`config.mk`:
```
export PLATFORM = sky130hd
export DESIGN_NAME = mtac_core
export DESIGN_NICKNAME = d
export VERILOG_FILES = /design/src/common/mtac_pkg.sv /design/src/core/mtac_core.sv
export SDC_FILE = /design/constraint.sdc
export NUM_CORES = 1
export LEC_CHECK = 0
export BUFFER_PORTS_ARGS = -buffer_cell sky130_fd_sc_hd__buf_4
export CAP_MARGIN = 20
export CORE_MARGIN = 5
export CORE_UTILIZATION = 50
export DETAILED_ROUTE_END_ITERATION = 16
export PLACE_DENSITY = 0.76
export SLEW_MARGIN = 20
export SYNTH_ARGS = -nofsm -noshare
export SYNTH_HDL_FRONTEND = slang
export SYNTH_SLANG_ARGS = --single-unit
```
`constraint.sdc`:
```
create_clock -name i_mclk -period 1.65 [get_ports i_mclk]
set_clock_uncertainty 0.1 [all_clocks]
set_input_delay 0 -clock i_mclk [delete_from_list [all_inputs] [get_ports i_mclk]]
set_output_delay 0 -clock i_mclk [all_outputs]
set_load 0.005 [all_outputs]
```
`src/common/mtac_pkg.sv`:
```
// Constants, register map and carrier types for the monitor threshold and alarm block
package mtac_pkg;
    localparam int ADDR_W = 8;
    localparam int DATA_W = 32;

    // Register indexes; the byte address is four times the index
    localparam logic [5:0] IDX_VOLTAGE_GAIN = 6'h15;
    localparam logic [5:0] IDX_RESERVED_16 = 6'h16;
    localparam logic [5:0] IDX_MON_CTRL_A = 6'h17;
    localparam logic [5:0] IDX_MON_CTRL_B = 6'h18;
    localparam logic [5:0] IDX_PIN0_LIMITS = 6'h19;
    localparam logic [5:0] IDX_PIN1_LIMITS = 6'h1a;
    localparam logic [5:0] IDX_TEMP_LIMITS = 6'h1b;
    localparam logic [5:0] IDX_RX_ALARM_EN = 6'h1c;
    localparam logic [5:0] IDX_MON_ALARM_EN = 6'h1d;
    localparam logic [5:0] IDX_BC_ALARM_EN = 6'h1e;
    localparam logic [5:0] IDX_EVENT_STATUS = 6'h30;
    localparam logic [5:0] IDX_EVENT_MASK = 6'h31;

    // Reset values
    localparam logic [7:0] RST_VOLTAGE_GAIN = 8'h20;
    localparam logic [7:0] RST_RESERVED_16 = 8'h18;
    localparam logic [7:0] RST_MON_CTRL_A = 8'h0c;
    localparam logic [7:0] RST_MON_CTRL_B = 8'h80;
    localparam logic [7:0] RST_LIMITS = 8'h62;
    localparam logic [7:0] RST_RX_ALARM_EN = 8'h3f;
    localparam logic [7:0] RST_MON_ALARM_EN = 8'h00;
    localparam logic [7:0] RST_BC_ALARM_EN = 8'h00;
    localparam logic [5:0] RST_EVENTS = 6'h00;

    // Field positions
    localparam int GAIN_CODE_MSB = 6;
    localparam int MON_EN_MSB = 3;
    localparam int MON_EN_LSB = 2;
    localparam int PIN_SEL_MSB = 1;
    localparam int PIN_SEL_LSB = 0;
    localparam int GAIN_APPLY_BIT = 7;
    localparam int UPPER_MSB = 6;
    localparam int UPPER_LSB = 4;
    localparam int LOWER_MSB = 2;
    localparam int LOWER_LSB = 0;
    localparam int RX_STS_LSB = 8;
    localparam logic [1:0] MON_EN_ON = 2'b11;

    // Monitor event bit positions, shared by status, mask and alarm enables
    localparam int EV_TEMP_HIGH = 5;
    localparam int EV_TEMP_LOW = 4;
    localparam int EV_PIN1_HIGH = 3;
    localparam int EV_PIN1_LOW = 2;
    localparam int EV_PIN0_HIGH = 1;
    localparam int EV_PIN0_LOW = 0;

    localparam logic [1:0] RESP_OKAY = 2'b00;
    localparam logic [1:0] RESP_SLVERR = 2'b10;

    typedef struct packed {
        logic valid;
        logic [2:0] pin0_level;
        logic [2:0] pin1_level;
        logic [2:0] temp_level;
    } mtac_meas_s;

    typedef struct packed {
        logic monitor_on;
        logic [1:0] pin_select;
        logic [6:0] voltage_gain_code;
        logic gain_apply;
    } mtac_cfg_s;
endpackage

```
`src/core/mtac_core.sv`:
```
// Monitor configuration, threshold qualification and alarm gating behind AXI4-Lite
// Operation
// RULE1: A 7-bit gain code resets to 0x20 and sets an effective gain of 128 divided by the code.
// RULE2: The 2-bit monitor enable in bits 3:2 powers the monitor at 11, disables it at 00, and resets to on.
// RULE3: The 2-bit pin select picks none, pin 0, pin 1 or both for sensing and resets to none.
// RULE4: The gain-apply bit in bit 7 enables use of the gain code and resets to 1.
// RULE5: With pin 0 sensing, a level above the pin 0 upper limit (bits 6:4, reset 6) sets the pin 0 high flag.
// RULE6: With pin 0 sensing, a level below the pin 0 lower limit (bits 2:0, reset 2) sets the pin 0 low flag.
// RULE7: With pin 1 sensing, a level above the pin 1 upper limit (bits 6:4, reset 6) sets the pin 1 high flag.
// RULE8: With pin 1 sensing, a level below the pin 1 lower limit (bits 2:0, reset 2) sets the pin 1 low flag.
// RULE9: With the monitor on, a temperature above the upper limit (bits 6:4, reset 6) sets the temp high flag.
// RULE10: With the monitor on, a temperature below the lower limit (bits 2:0, reset 2) sets the temp low flag.
// RULE11: Receiver alarm enables for no frame, lane sync, lane control and header ECC sit in bits 5:2, reset 1.
// RULE12: Receiver alarm enables for checksum (bit 1) and length (bit 0) reset to 1 and 0 disables them.
// RULE13: Monitor alarm enables for temperature high (bit 5) and low (bit 4) reset to 0.
// RULE14: Monitor alarm enables for pin 1 high/low (bits 3/2) and pin 0 high/low (bits 1/0) reset to 0.
// RULE15: An alarm output rises only for a present condition with its enable set; flags record regardless. Code gates the latched flags instead.
`timescale 1ns/100ps
module mtac_core (
    input wire logic i_mclk,
    input wire logic i_srst,
    input wire logic [mtac_pkg::ADDR_W-1:0] i_s_axi_awaddr,
    input wire logic i_s_axi_awvalid,
    output logic o_s_axi_awready,
    input wire logic [mtac_pkg::DATA_W-1:0] i_s_axi_wdata,
    input wire logic [3:0] i_s_axi_wstrb,
    input wire logic i_s_axi_wvalid,
    output logic o_s_axi_wready,
    output logic [1:0] o_s_axi_bresp,
    output logic o_s_axi_bvalid,
    input wire logic i_s_axi_bready,
    input wire logic [mtac_pkg::ADDR_W-1:0] i_s_axi_araddr,
    input wire logic i_s_axi_arvalid,
    output logic o_s_axi_arready,
    output logic [mtac_pkg::DATA_W-1:0] o_s_axi_rdata,
    output logic [1:0] o_s_axi_rresp,
    output logic o_s_axi_rvalid,
    input wire logic i_s_axi_rready,
    input wire mtac_pkg::mtac_meas_s i_meas,
    input wire logic [5:0] i_rx_err,
    output mtac_pkg::mtac_cfg_s o_cfg,
    output logic o_monitor_alarm,
    output logic o_rx_alarm,
    output logic o_irq
);
    import mtac_pkg::*;

    typedef struct packed {
        logic [7:0] voltage_gain;
        logic [7:0] reserved_16;
        logic [7:0] monitor_control_a;
        logic [7:0] monitor_control_b;
        logic [7:0] pin0_voltage_limits;
        logic [7:0] pin1_voltage_limits;
        logic [7:0] temperature_limits;
        logic [7:0] receiver_alarm_enables;
        logic [7:0] monitor_alarm_enables;
        logic [7:0] back_channel_alarm_enables;
        logic [5:0] mon_sts;
        logic [5:0] rx_sts;
        logic [5:0] mon_msk;
        logic [5:0] rx_msk;
        logic aw_got;
        logic [5:0] aw_idx;
        logic w_got;
        logic [7:0] w_byte;
        logic w_lane0;
        logic bvalid;
        logic [1:0] bresp;
        logic rvalid;
        logic [1:0] rresp;
        logic [DATA_W-1:0] rdata;
    } mtac_state_s;

    mtac_state_s st_q;
    mtac_state_s st_d;

    logic [5:0] mon_set;
    logic [5:0] lim_up [3];
    logic [2:0] level [3];
    logic [2:0] upper [3];
    logic [2:0] lower [3];
    logic [2:0] chan_on;
    logic monitor_on;
    logic [5:0] rd_idx;
    logic [DATA_W-1:0] rd_data;
    logic rd_hit;
    logic wr_hit;
    logic aw_take;
    logic w_take;
    logic ar_take;
    logic do_write;

    // Monitor is powered only at the fully-on code; 01 and 10 count as off
    assign monitor_on = (st_q.monitor_control_a[MON_EN_MSB:MON_EN_LSB] == MON_EN_ON); // RULE2

    // Channel 0 is pin 0, channel 1 is pin 1, channel 2 is temperature
    assign level[0] = i_meas.pin0_level;
    assign level[1] = i_meas.pin1_level;
    assign level[2] = i_meas.temp_level;
    assign upper[0] = st_q.pin0_voltage_limits[UPPER_MSB:UPPER_LSB];
    assign lower[0] = st_q.pin0_voltage_limits[LOWER_MSB:LOWER_LSB];
    assign upper[1] = st_q.pin1_voltage_limits[UPPER_MSB:UPPER_LSB];
    assign lower[1] = st_q.pin1_voltage_limits[LOWER_MSB:LOWER_LSB];
    assign upper[2] = st_q.temperature_limits[UPPER_MSB:UPPER_LSB];
    assign lower[2] = st_q.temperature_limits[LOWER_MSB:LOWER_LSB];
    assign chan_on[0] = monitor_on && st_q.monitor_control_a[PIN_SEL_LSB]; // RULE3
    assign chan_on[1] = monitor_on && st_q.monitor_control_a[PIN_SEL_MSB]; // RULE3
    assign chan_on[2] = monitor_on;

    // Pair per channel: bit 1 over upper limit, bit 0 under lower limit
    for (genvar c = 0; c < 3; c++) begin : g_chan
        assign lim_up[c] = {4'h0, i_meas.valid && chan_on[c] && (level[c] > upper[c]),
                            i_meas.valid && chan_on[c] && (level[c] < lower[c])};
    end

    assign mon_set = {lim_up[2][1:0], lim_up[1][1:0], lim_up[0][1:0]}; // RULE5 RULE6 RULE7 RULE8 RULE9 RULE10

    // AXI handshakes; one write response and one read answer at a time
    assign o_s_axi_awready = !st_q.aw_got && !st_q.bvalid;
    assign o_s_axi_wready = !st_q.w_got && !st_q.bvalid;
    assign o_s_axi_arready = !st_q.rvalid;
    assign aw_take = i_s_axi_awvalid && o_s_axi_awready;
    assign w_take = i_s_axi_wvalid && o_s_axi_wready;
    assign ar_take = i_s_axi_arvalid && o_s_axi_arready;
    assign do_write = st_q.aw_got && st_q.w_got && !st_q.bvalid;
    assign rd_idx = i_s_axi_araddr[ADDR_W-1:2];

    always_comb begin
        rd_hit = 1'b1;
        rd_data = '0;
        case (rd_idx)
            IDX_VOLTAGE_GAIN: begin
                rd_data[7:0] = st_q.voltage_gain;
            end
            IDX_RESERVED_16: begin
                rd_data[7:0] = st_q.reserved_16;
            end
            IDX_MON_CTRL_A: begin
                rd_data[7:0] = st_q.monitor_control_a;
            end
            IDX_MON_CTRL_B: begin
                rd_data[7:0] = st_q.monitor_control_b;
            end
            IDX_PIN0_LIMITS: begin
                rd_data[7:0] = st_q.pin0_voltage_limits;
            end
            IDX_PIN1_LIMITS: begin
                rd_data[7:0] = st_q.pin1_voltage_limits;
            end
            IDX_TEMP_LIMITS: begin
                rd_data[7:0] = st_q.temperature_limits;
            end
            IDX_RX_ALARM_EN: begin
                rd_data[7:0] = st_q.receiver_alarm_enables;
            end
            IDX_MON_ALARM_EN: begin
                rd_data[7:0] = st_q.monitor_alarm_enables;
            end
            IDX_BC_ALARM_EN: begin
                rd_data[7:0] = st_q.back_channel_alarm_enables;
            end
            IDX_EVENT_STATUS: begin
                rd_data[RX_STS_LSB+5:RX_STS_LSB] = st_q.rx_sts;
                rd_data[5:0] = st_q.mon_sts;
            end
            IDX_EVENT_MASK: begin
                rd_data[RX_STS_LSB+5:RX_STS_LSB] = st_q.rx_msk;
                rd_data[5:0] = st_q.mon_msk;
            end
            default: begin
                rd_hit = 1'b0;
            end
        endcase
    end

    always_comb begin
        case (st_q.aw_idx)
            IDX_VOLTAGE_GAIN, IDX_RESERVED_16, IDX_MON_CTRL_A, IDX_MON_CTRL_B, IDX_PIN0_LIMITS,
            IDX_PIN1_LIMITS, IDX_TEMP_LIMITS, IDX_RX_ALARM_EN, IDX_MON_ALARM_EN, IDX_BC_ALARM_EN,
            IDX_EVENT_STATUS, IDX_EVENT_MASK: begin
                wr_hit = 1'b1;
            end
            default: begin
                wr_hit = 1'b0;
            end
        endcase
    end

    always_comb begin
        st_d = st_q;
        if (aw_take) begin
            st_d.aw_got = 1'b1;
            st_d.aw_idx = i_s_axi_awaddr[ADDR_W-1:2];
        end
        if (w_take) begin
            st_d.w_got = 1'b1;
            st_d.w_byte = i_s_axi_wdata[7:0];
            st_d.w_lane0 = i_s_axi_wstrb[0];
        end
        if (do_write) begin
            st_d.aw_got = 1'b0;
            st_d.w_got = 1'b0;
            st_d.bvalid = 1'b1;
            st_d.bresp = wr_hit ? RESP_OKAY : RESP_SLVERR;
            // Writes use lane 0 only; other lanes, including the receiver mask bits in lane 1, are ignored
            if (st_q.w_lane0) begin
                case (st_q.aw_idx)
                    IDX_VOLTAGE_GAIN: begin
                        st_d.voltage_gain = st_q.w_byte; // RULE1
                    end
                    IDX_RESERVED_16: begin
                        st_d.reserved_16 = st_q.w_byte;
                    end
                    IDX_MON_CTRL_A: begin
                        st_d.monitor_control_a = st_q.w_byte; // RULE2 RULE3
                    end
                    IDX_MON_CTRL_B: begin
                        st_d.monitor_control_b = st_q.w_byte; // RULE4
                    end
                    IDX_PIN0_LIMITS: begin
                        st_d.pin0_voltage_limits = st_q.w_byte; // RULE5 RULE6
                    end
                    IDX_PIN1_LIMITS: begin
                        st_d.pin1_voltage_limits = st_q.w_byte; // RULE7 RULE8
                    end
                    IDX_TEMP_LIMITS: begin
                        st_d.temperature_limits = st_q.w_byte; // RULE9 RULE10
                    end
                    IDX_RX_ALARM_EN: begin
                        st_d.receiver_alarm_enables = st_q.w_byte; // RULE11 RULE12
                    end
                    IDX_MON_ALARM_EN: begin
                        st_d.monitor_alarm_enables = st_q.w_byte; // RULE13 RULE14
                    end
                    IDX_BC_ALARM_EN: begin
                        st_d.back_channel_alarm_enables = st_q.w_byte;
                    end
                    IDX_EVENT_MASK: begin
                        st_d.mon_msk = st_q.w_byte[5:0];
                    end
                    default: begin
                        st_d.bresp = st_d.bresp;
                    end
                endcase
            end
        end
        if (st_q.bvalid && i_s_axi_bready) begin
            st_d.bvalid = 1'b0;
        end
        // Receiver mask is above lane 0, so a write never changes it, whatever the strobes
        if (do_write && st_q.aw_idx == IDX_EVENT_MASK) begin
            st_d.rx_msk = st_q.rx_msk;
        end

        // Read clears status; an event in the same cycle still lands
        if (ar_take) begin
            st_d.rvalid = 1'b1;
            st_d.rdata = rd_data;
            st_d.rresp = rd_hit ? RESP_OKAY : RESP_SLVERR;
            if (rd_idx == IDX_EVENT_STATUS) begin
                st_d.mon_sts = '0;
                st_d.rx_sts = '0;
            end
        end
        if (st_q.rvalid && i_s_axi_rready) begin
            st_d.rvalid = 1'b0;
        end
        // Flags record whatever the alarm enables say
        st_d.mon_sts = st_d.mon_sts | mon_set; // RULE15
        st_d.rx_sts = st_d.rx_sts | i_rx_err; // RULE15

        if (i_srst) begin
            st_d = '0;
            st_d.voltage_gain = RST_VOLTAGE_GAIN; // RULE1
            st_d.reserved_16 = RST_RESERVED_16;
            st_d.monitor_control_a = RST_MON_CTRL_A; // RULE2 RULE3
            st_d.monitor_control_b = RST_MON_CTRL_B; // RULE4
            st_d.pin0_voltage_limits = RST_LIMITS;
            st_d.pin1_voltage_limits = RST_LIMITS;
            st_d.temperature_limits = RST_LIMITS;
            st_d.receiver_alarm_enables = RST_RX_ALARM_EN; // RULE11 RULE12
            st_d.monitor_alarm_enables = RST_MON_ALARM_EN; // RULE13 RULE14
            st_d.back_channel_alarm_enables = RST_BC_ALARM_EN;
            st_d.mon_sts = RST_EVENTS;
            st_d.rx_sts = RST_EVENTS;
            st_d.mon_msk = RST_EVENTS;
            st_d.rx_msk = RST_EVENTS;
        end
    end

    always_ff @(posedge i_mclk) begin
        st_q <= st_d;
    end

    assign o_s_axi_bvalid = st_q.bvalid;
    assign o_s_axi_bresp = st_q.bresp;
    assign o_s_axi_rvalid = st_q.rvalid;
    assign o_s_axi_rresp = st_q.rresp;
    assign o_s_axi_rdata = st_q.rdata;

    // Gain of 128 over the code is applied by the analog front end
    assign o_cfg.voltage_gain_code = st_q.voltage_gain[GAIN_CODE_MSB:0]; // RULE1
    assign o_cfg.gain_apply = st_q.monitor_control_b[GAIN_APPLY_BIT]; // RULE4
    assign o_cfg.monitor_on = monitor_on; // RULE2
    assign o_cfg.pin_select = st_q.monitor_control_a[PIN_SEL_MSB:PIN_SEL_LSB]; // RULE3

    assign o_monitor_alarm = |(st_q.mon_sts & st_q.monitor_alarm_enables[5:0]); // RULE13 RULE14 RULE15
    assign o_rx_alarm = |(st_q.rx_sts & st_q.receiver_alarm_enables[5:0]); // RULE11 RULE12 RULE15
    assign o_irq = |({st_q.rx_sts, st_q.mon_sts} & {st_q.rx_msk, st_q.mon_msk});
endmodule

```
==> results.sh, run 1 <==
export IMPL_status="finished, final reports clean"
export IMPL_grt_pass1_wl_um=31900
export IMPL_grt_usage_pct=26.1
export IMPL_max_freq_mhz=606
export IMPL_antenna_found_initial=0
export IMPL_synth_distinct_cells=63
export IMPL_finish_utilization_pct=68.0
export IMPL_synth_top_area_share_pct=40.7
export IMPL_gp_congestion=0.981
export IMPL_critical_path_required_ps=1830
export IMPL_fp_dieArea_mm2=0.0155
export IMPL_grt_ovfl_total=0
export IMPL_ys_seq_area_share_pct=40.7
export IMPL_cp_arrival_ps=1830
export IMPL_drtAntennaViolNets=0
export IMPL_drive_gt1_share_pct=27.1
export IMPL_path_cells="nand2b_4, nor4_4, and3_4, buf_12, mux2i_1, nor2_1"
export IMPL_synth_area_per_cell_um2=8.39
export IMPL_clockPowerShare_pct=45.8
export IMPL_synth_main_ff_cell="dfxtp_1"
export IMPL_dp_cells=1029
export IMPL_clkTransAtPathRegs_ps=50
export IMPL_clock_latency_ps=430
export IMPL_p_per_area_mw_per_mm2=877
export IMPL_timing_hold_ws_ps=15.8
export IMPL_cts_root_buf="clkbuf_16"
export IMPL_hold_class="input pin to flip-flop"
export IMPL_setup_slack_ps=0.250
export IMPL_crit_slowest_cell="dfxtp_2"
export IMPL_seqCellArea_mm2=0.00267
export IMPL_rsz0062_at_grt="yes"
export IMPL_synth_cells=779
export IMPL_synth_edf_count=0
export IMPL_maxCapViolCount=0
export IMPL_seq_power_share_pct=44.1
export IMPL_grt_pass1_vias=5927
export IMPL_path_class="flip-flop to flip-flop"
export IMPL_critPathMaxStageDelay_ps=350
export IMPL_ys_ff_latch=133
export IMPL_swShare_pct=23.9
export IMPL_fin_crit_sh_pct=100
export IMPL_final_hold_viol_count=0
export IMPL_area_growth_pct=32.2
export IMPL_die_w_um=124
export IMPL_cts_sinks=133
export IMPL_cts_buffers=17
export IMPL_tns_ps=0
export IMPL_worstSetupStartpointType="flip-flop"
export IMPL_cts_tree="built"
export IMPL_fin_cells=1095
export IMPL_nets=1002
export IMPL_drtPass1Iterations=6
export IMPL_maxSlewViolCount=0
export IMPL_p_leak_nw=3.66
export IMPL_endpoint_kind="flip-flop"
export IMPL_grt_max_degree=46
export IMPL_crit_fanout=8
export IMPL_via_per_inst=5.58
export IMPL_setup_viol=0
export IMPL_relSlewSlack_pct=51.1
export IMPL_core_rowCount=41
export IMPL_p_int_mw=5.77
export IMPL_async_reset_ff_share_pct=0
export IMPL_routed_wl_um=20800
export IMPL_final_common_cell="buf_4"
export IMPL_core_mm2=0.0127
export IMPL_cts_buffer_depth=2
export IMPL_layout_common_cells="buf_4 (147), dfxtp_1 (126), nand2_1 (96), nor2_1 (79), a21oi_1 (74)"
export IMPL_post_place_ws_ps=-90.4
export IMPL_power_frac_comb_pct=10.2
export IMPL_routed_via_count=6106
export IMPL_drtIter0Drc=564
export IMPL_ys_warn_count=0
export IMPL_synth_area_leaders="dfxtp_1 (41%), mux2i_1 (7.7%), a21oi_1 (6.3%), nand2_1 (5.9%), buf_4 (5.7%)"
export IMPL_nFillCells=1020
export IMPL_dp_hpwl_um=14700
export IMPL_wl_per_cell_um=19.0
export IMPL_port_buffers=78
export IMPL_die_h_um=124
export IMPL_drcViolationCount=0
export IMPL_initial_core_util_pct=51.4
export IMPL_tightest_slew_ps=731
export IMPL_synth_area_mm2=0.00654
export IMPL_ctsHtreeMaxLevel=4
export IMPL_pin_count=130
export IMPL_diodes=0
export IMPL_irDropWorstVdd_mv=0.708
export IMPL_post_synth_top_area_cell="dfxtp_1"
export IMPL_period_minus_slack_ps=1650
export IMPL_multiInputGateArea_mm2=0.00345
export IMPL_switching_power_mw=1.81
## synth_stat cells (all sizes together), types with 3 or more instances
| library cell | n |
|---|---|
| nor4 | 3 |
| mux2i | 50 |
| o21a | 3 |
| a21oi | 82 |
| and3 | 3 |
| nor2 | 79 |
| clkbuf | 31 |
| a21boi | 3 |
| o21ai | 15 |
| a32oi | 6 |
| mux2 | 9 |
| nand2 | 102 |
| nand3 | 20 |
| a211oi | 6 |
| dfxtp | 133 |
| a32o | 3 |
| and2 | 11 |
| nor2b | 11 |
| a22o | 3 |
| a221oi | 4 |
| a31oi | 4 |
| ha | 15 |
| inv | 21 |
| buf | 69 |
| a22oi | 28 |
| nor3 | 26 |
| nand2b | 7 |
## power by group through the flow
| stage | Sequential [mW] | Clock [mW] | Combinational, mW |
|---|---|---|---|
| 2_1_floorplan | 3.36 | 0 | 0.395 |
| 3_3_place_gp | 3.39 | 0 | 0.652 |
| 5_1_grt | 3.34 | 3.64 | 0.832 |
| 6_report | 3.34 | 3.47 | 0.772 |
| 3_5_place_dp | 3.40 | 0 | 0.656 |
| 4_1_cts | 3.33 | 3.48 | 0.736 |
## final timing paths
check	startpoint	to	slack [ps]	depth (start not counted)
min	i_meas[4]	st_q[76]	20	5
max	st_q[51]	st_q[139]	0.2	6
max reg2reg	st_q[51]	st_q[139]	0.2	6
min reg2reg	o_s_axi_bresp[1]	o_s_axi_bresp[1]	360	2
## per-layer routing
layer  part of all wire, %  vias to the layer above  GRT usage (%)
met2                    46                      284           41.7
li1                      -                     2914              -
met5                     0                        -              0
met4                   3.4                        0           11.3
met1                    43                     2853           33.8
met3                   7.5                       55           6.26
## logic make-up after synthesis
| family | share of synthesized area (%) |
|---|---|
| flops | 40.7 |
| buf+inv | 10.3 |
| compound gates | 17.2 |
| fa+ha+maj | 2.87 |
| simple gates | 19.3 |
| other cells | 0.0574 |
| mux | 9.55 |
## metrics by stage
stage               power [mW]  area (um2)
floorplan                 3.76        6610
global placement          4.05        7540
detailed placement        4.05        7540
CTS                       7.55        8480
global route              7.82        8650
finish                    7.58        8650
## what timing repair did
item	in CTS	in global routing
hold endpoints to repair	41	1
pin swaps	6	9
buffers inserted	1	0
gates cloned	0	1
hold buffers	33	1
endpoints found under the setup margin	88	83
gates resized for setup	18	41
## area by class of cell
| class | count | area share (%) |
|---|---|---|
| clock inverter | 3 | 0.203 |
| tap | 172 | 2.49 |
| timing repair buffer | 195 | 19.4 |
| multi-input combinational | 543 | 40.0 |
| sequential | 133 | 30.9 |
| clock buffer | 27 | 6.05 |
| inverter | 22 | 0.984 |
## flip-flops by register name, summed over array words and instances (netlist names)
name	cells
lower	9
o_cfg	10
o_s_axi_bresp	1
o_s_axi_bvalid	1
o_s_axi_rdata	14
o_s_axi_rresp	1
o_s_axi_rvalid	1
st_q	96
## critical path, delay by kind of cell (launching register included)
| kind | cells | cell delay [ps] |
|---|---|---|
| AND/OR/NAND/NOR | 4 | 700 |
| buffers and inverters | 1 | 140 |
| flip-flops | 1 | 350 |
| multiplexers | 1 | 200 |
Power figures use the tool's default switching activity.
==> run 2, diff against run 1 <==
--- a/config.mk
+++ b/config.mk
@@ -7,7 +7,7 @@
 export LEC_CHECK = 0
 export BUFFER_PORTS_ARGS = -buffer_cell sky130_fd_sc_hd__buf_4
 export CAP_MARGIN = 20
-export CORE_MARGIN = 5
+export CORE_MARGIN = 4
 export CORE_UTILIZATION = 50
 export DETAILED_ROUTE_END_ITERATION = 16
 export PLACE_DENSITY = 0.76
==> run 2 against run 1 <==
  * The flow now finishes with violations (hold timing)
  * First-iteration DRC count rose by 24%
  * Design area fell by 0.12%
  * Wire length fell by 1.3%
  * Hold slack got worse by 19 ps
  * Count of clock-buffer cells in the layout fell by 4
  * Core utilization fell by 0.079 points
  * Worst setup slack improved by 4.5 ps
  * Via count rose by 1.1%
  * Combinational power fell by 2%
  * Die area fell by 3.2%
  * Fmax rose by 0.27%
  * Critical path type unchanged
  * Critical endpoint unchanged
==> results.sh, run 2 (synthesis results as in run 1) <==
export IMPL_status="complete, but fails checks"
export IMPL_violations="hold timing"
export IMPL_layout_common_cells="buf_4 (146), dfxtp_1 (128), nand2_1 (98), nor2_1 (79), a21oi_1 (79)"
export IMPL_r2r_start="o_s_axi_bvalid"
export IMPL_drtAntennaViolNets=0
export IMPL_core_rowCount=41
export IMPL_cts_buffers=17
export IMPL_startpoint="o_s_axi_bvalid"
export IMPL_cts_root_buf="clkbuf_16"
export IMPL_clock_latency_ps=440
export IMPL_cp_endpoint="st_q[139]"
export IMPL_path_cells="nand4b_4, nor4_4, and3_4, buf_12, mux2i_1, nor2_1"
export IMPL_largest_reg_flops=96
export IMPL_endpoint_kind="flip-flop"
export IMPL_timing_hold_ws_ps=-2.91
export IMPL_grtUsageMet1_pct=34.7
export IMPL_ctsHtreeMaxLevel=4
export IMPL_hold_class="input pin to flip-flop"
export IMPL_p_leak_nw=3.66
export IMPL_nets=996
export IMPL_drcViolationCount=0
export IMPL_fin_crit_sh_pct=99.7
export IMPL_grt_ovfl_total=0
export IMPL_via_per_inst=5.66
export IMPL_clkTransAtPathRegs_ps=60
export IMPL_final_hold_viol_count=1
export IMPL_port_buffers=78
export IMPL_crit_slowest_cell="dfxtp_1"
export IMPL_postPlaceCellArea_mm2=0.00748
export IMPL_drtIter0Drc=698
export IMPL_gp_congestion=0.998
export IMPL_die_w_um=122
export IMPL_setup_viol=0
export IMPL_initial_core_util_pct=51.4
export IMPL_cts_tree="built"
export IMPL_final_common_cell="buf_4"
export IMPL_rsz0062_at_grt="yes"
export IMPL_hold_path_depth=5
export IMPL_irDropWorstVdd_mv=0.864
export IMPL_grt_pass1_vias=5822
export IMPL_grtUsageMet2_pct=43.9
export IMPL_top_register="st_q"
export IMPL_worstSetupStartpointType="flip-flop"
export IMPL_routed_via_count=6174
export IMPL_timing_rr_end="st_q[139]"
export IMPL_grt_max_degree=38
export IMPL_diodes=0
export IMPL_busiest_layer="met2"
export IMPL_fin_area_mm2=0.00864
export IMPL_critPathMaxStageDelay_ps=310
export IMPL_critical_path_required_ps=1860
export IMPL_r2r_slack_ps=5
export IMPL_grt_pass1_wl_um=31500
export IMPL_maxSlewViolCount=0
export IMPL_routed_wl_um=20500
export IMPL_crit_fanout=9
export IMPL_cts_buffer_depth=2
export IMPL_max_freq_mhz=608
export IMPL_antenna_found_initial=0
export IMPL_die_h_um=122
export IMPL_drive_gt1_share_pct=26.1
export IMPL_area_growth_pct=32.1
export IMPL_cp_arrival_ps=1850
export IMPL_drtPass1Iterations=5
export IMPL_path_class="flip-flop to flip-flop"
export IMPL_period_minus_slack_ps=1650
export IMPL_p_per_area_mw_per_mm2=931
export IMPL_fp_dieArea_mm2=0.0150
export IMPL_pin_count=130
export IMPL_wl_per_cell_um=18.8
export IMPL_grt_usage_pct=27.5
export IMPL_maxCapViolCount=0
export IMPL_core_mm2=0.0127
export IMPL_dp_hpwl_um=14200
export IMPL_power_total_mw=8.04
export IMPL_tns_ps=0
export IMPL_ff2ff_path_depth=6
export IMPL_cts_sinks=133
export IMPL_grtUsageMet3_pct=8.39
[run 2: cell count changes in the layout (fill, tap and decap cells not counted), sizes merged]
cell	delta
buf	-6
bufinv	+3
clkbuf	-4
clkinv	+3
[run 2: per-layer routing]
| layer | routed length, um | up-vias |
|---|---|---|
| met5 | 0 | - |
| li1 | - | 2902 |
| met2 | 9660 | 339 |
| met4 | 634 | 0 |
| met1 | 8210 | 2879 |
| met3 | 2020 | 54 |
[run 2: worst max-delay path: cells and delay by family, from the launching register on]
| kind | cells | cell delay (ps) |
|---|---|---|
| flip-flops | 1 | 310 |
| multiplexers | 1 | 220 |
| buffers and inverters | 1 | 150 |
| AND/OR/NAND/NOR | 4 | 730 |
[run 2: cell type report]
type | count | area [um2]
tap | 172 | 215
multi-input combinational | 543 | 3440
timing repair buffer | 189 | 1600
inverter | 22 | 85.1
sequential | 133 | 2670
clock inverter | 9 | 123
fill | 1029 | 4090
clock buffer | 23 | 498
[run 2: what timing repair did]
item	4_1_cts	5_1_grt
setup endpoints to repair	53	76
hold buffers	34	0
resized for setup	21	29
pin swaps	4	4
setup buffers	0	2
hold endpoints to repair	48	0
[run 2: report_power, final]
group	leakage, nW	total, mW	switching, mW	internal (mW)
clock network	0.309	3.95	1.39	2.56
registers	1.08	3.33	0.0654	3.27
logic	2.27	0.760	0.407	0.353
[run 2: worst min-delay path by stage]
stage               startpoint               end  slack (ps)
2_1_floorplan      i_rx_err[0]          st_q[67]          20
3_5_place_dp       i_rx_err[3]          st_q[70]         120
4_1_cts              i_meas[0]          st_q[78]           4
5_1_grt        i_s_axi_arvalid  o_s_axi_rdata[5]          10
3_3_place_gp       i_rx_err[5]          st_q[72]         110
6_report       i_s_axi_arvalid  o_s_axi_rdata[5]          -3
[run 2: through the flow]
step	worst slack (ps)	hold slack (ps)	instances	util, %
global placement	-172	108	1024	58.8
finish	4.73	-2.91	1091	67.9
CTS	3.03	4.23	1090	66.9
detailed placement	-146	116	1024	58.8
global route	-43.6	11.6	1091	67.9
floorplan	-34.2	17.4	798	-
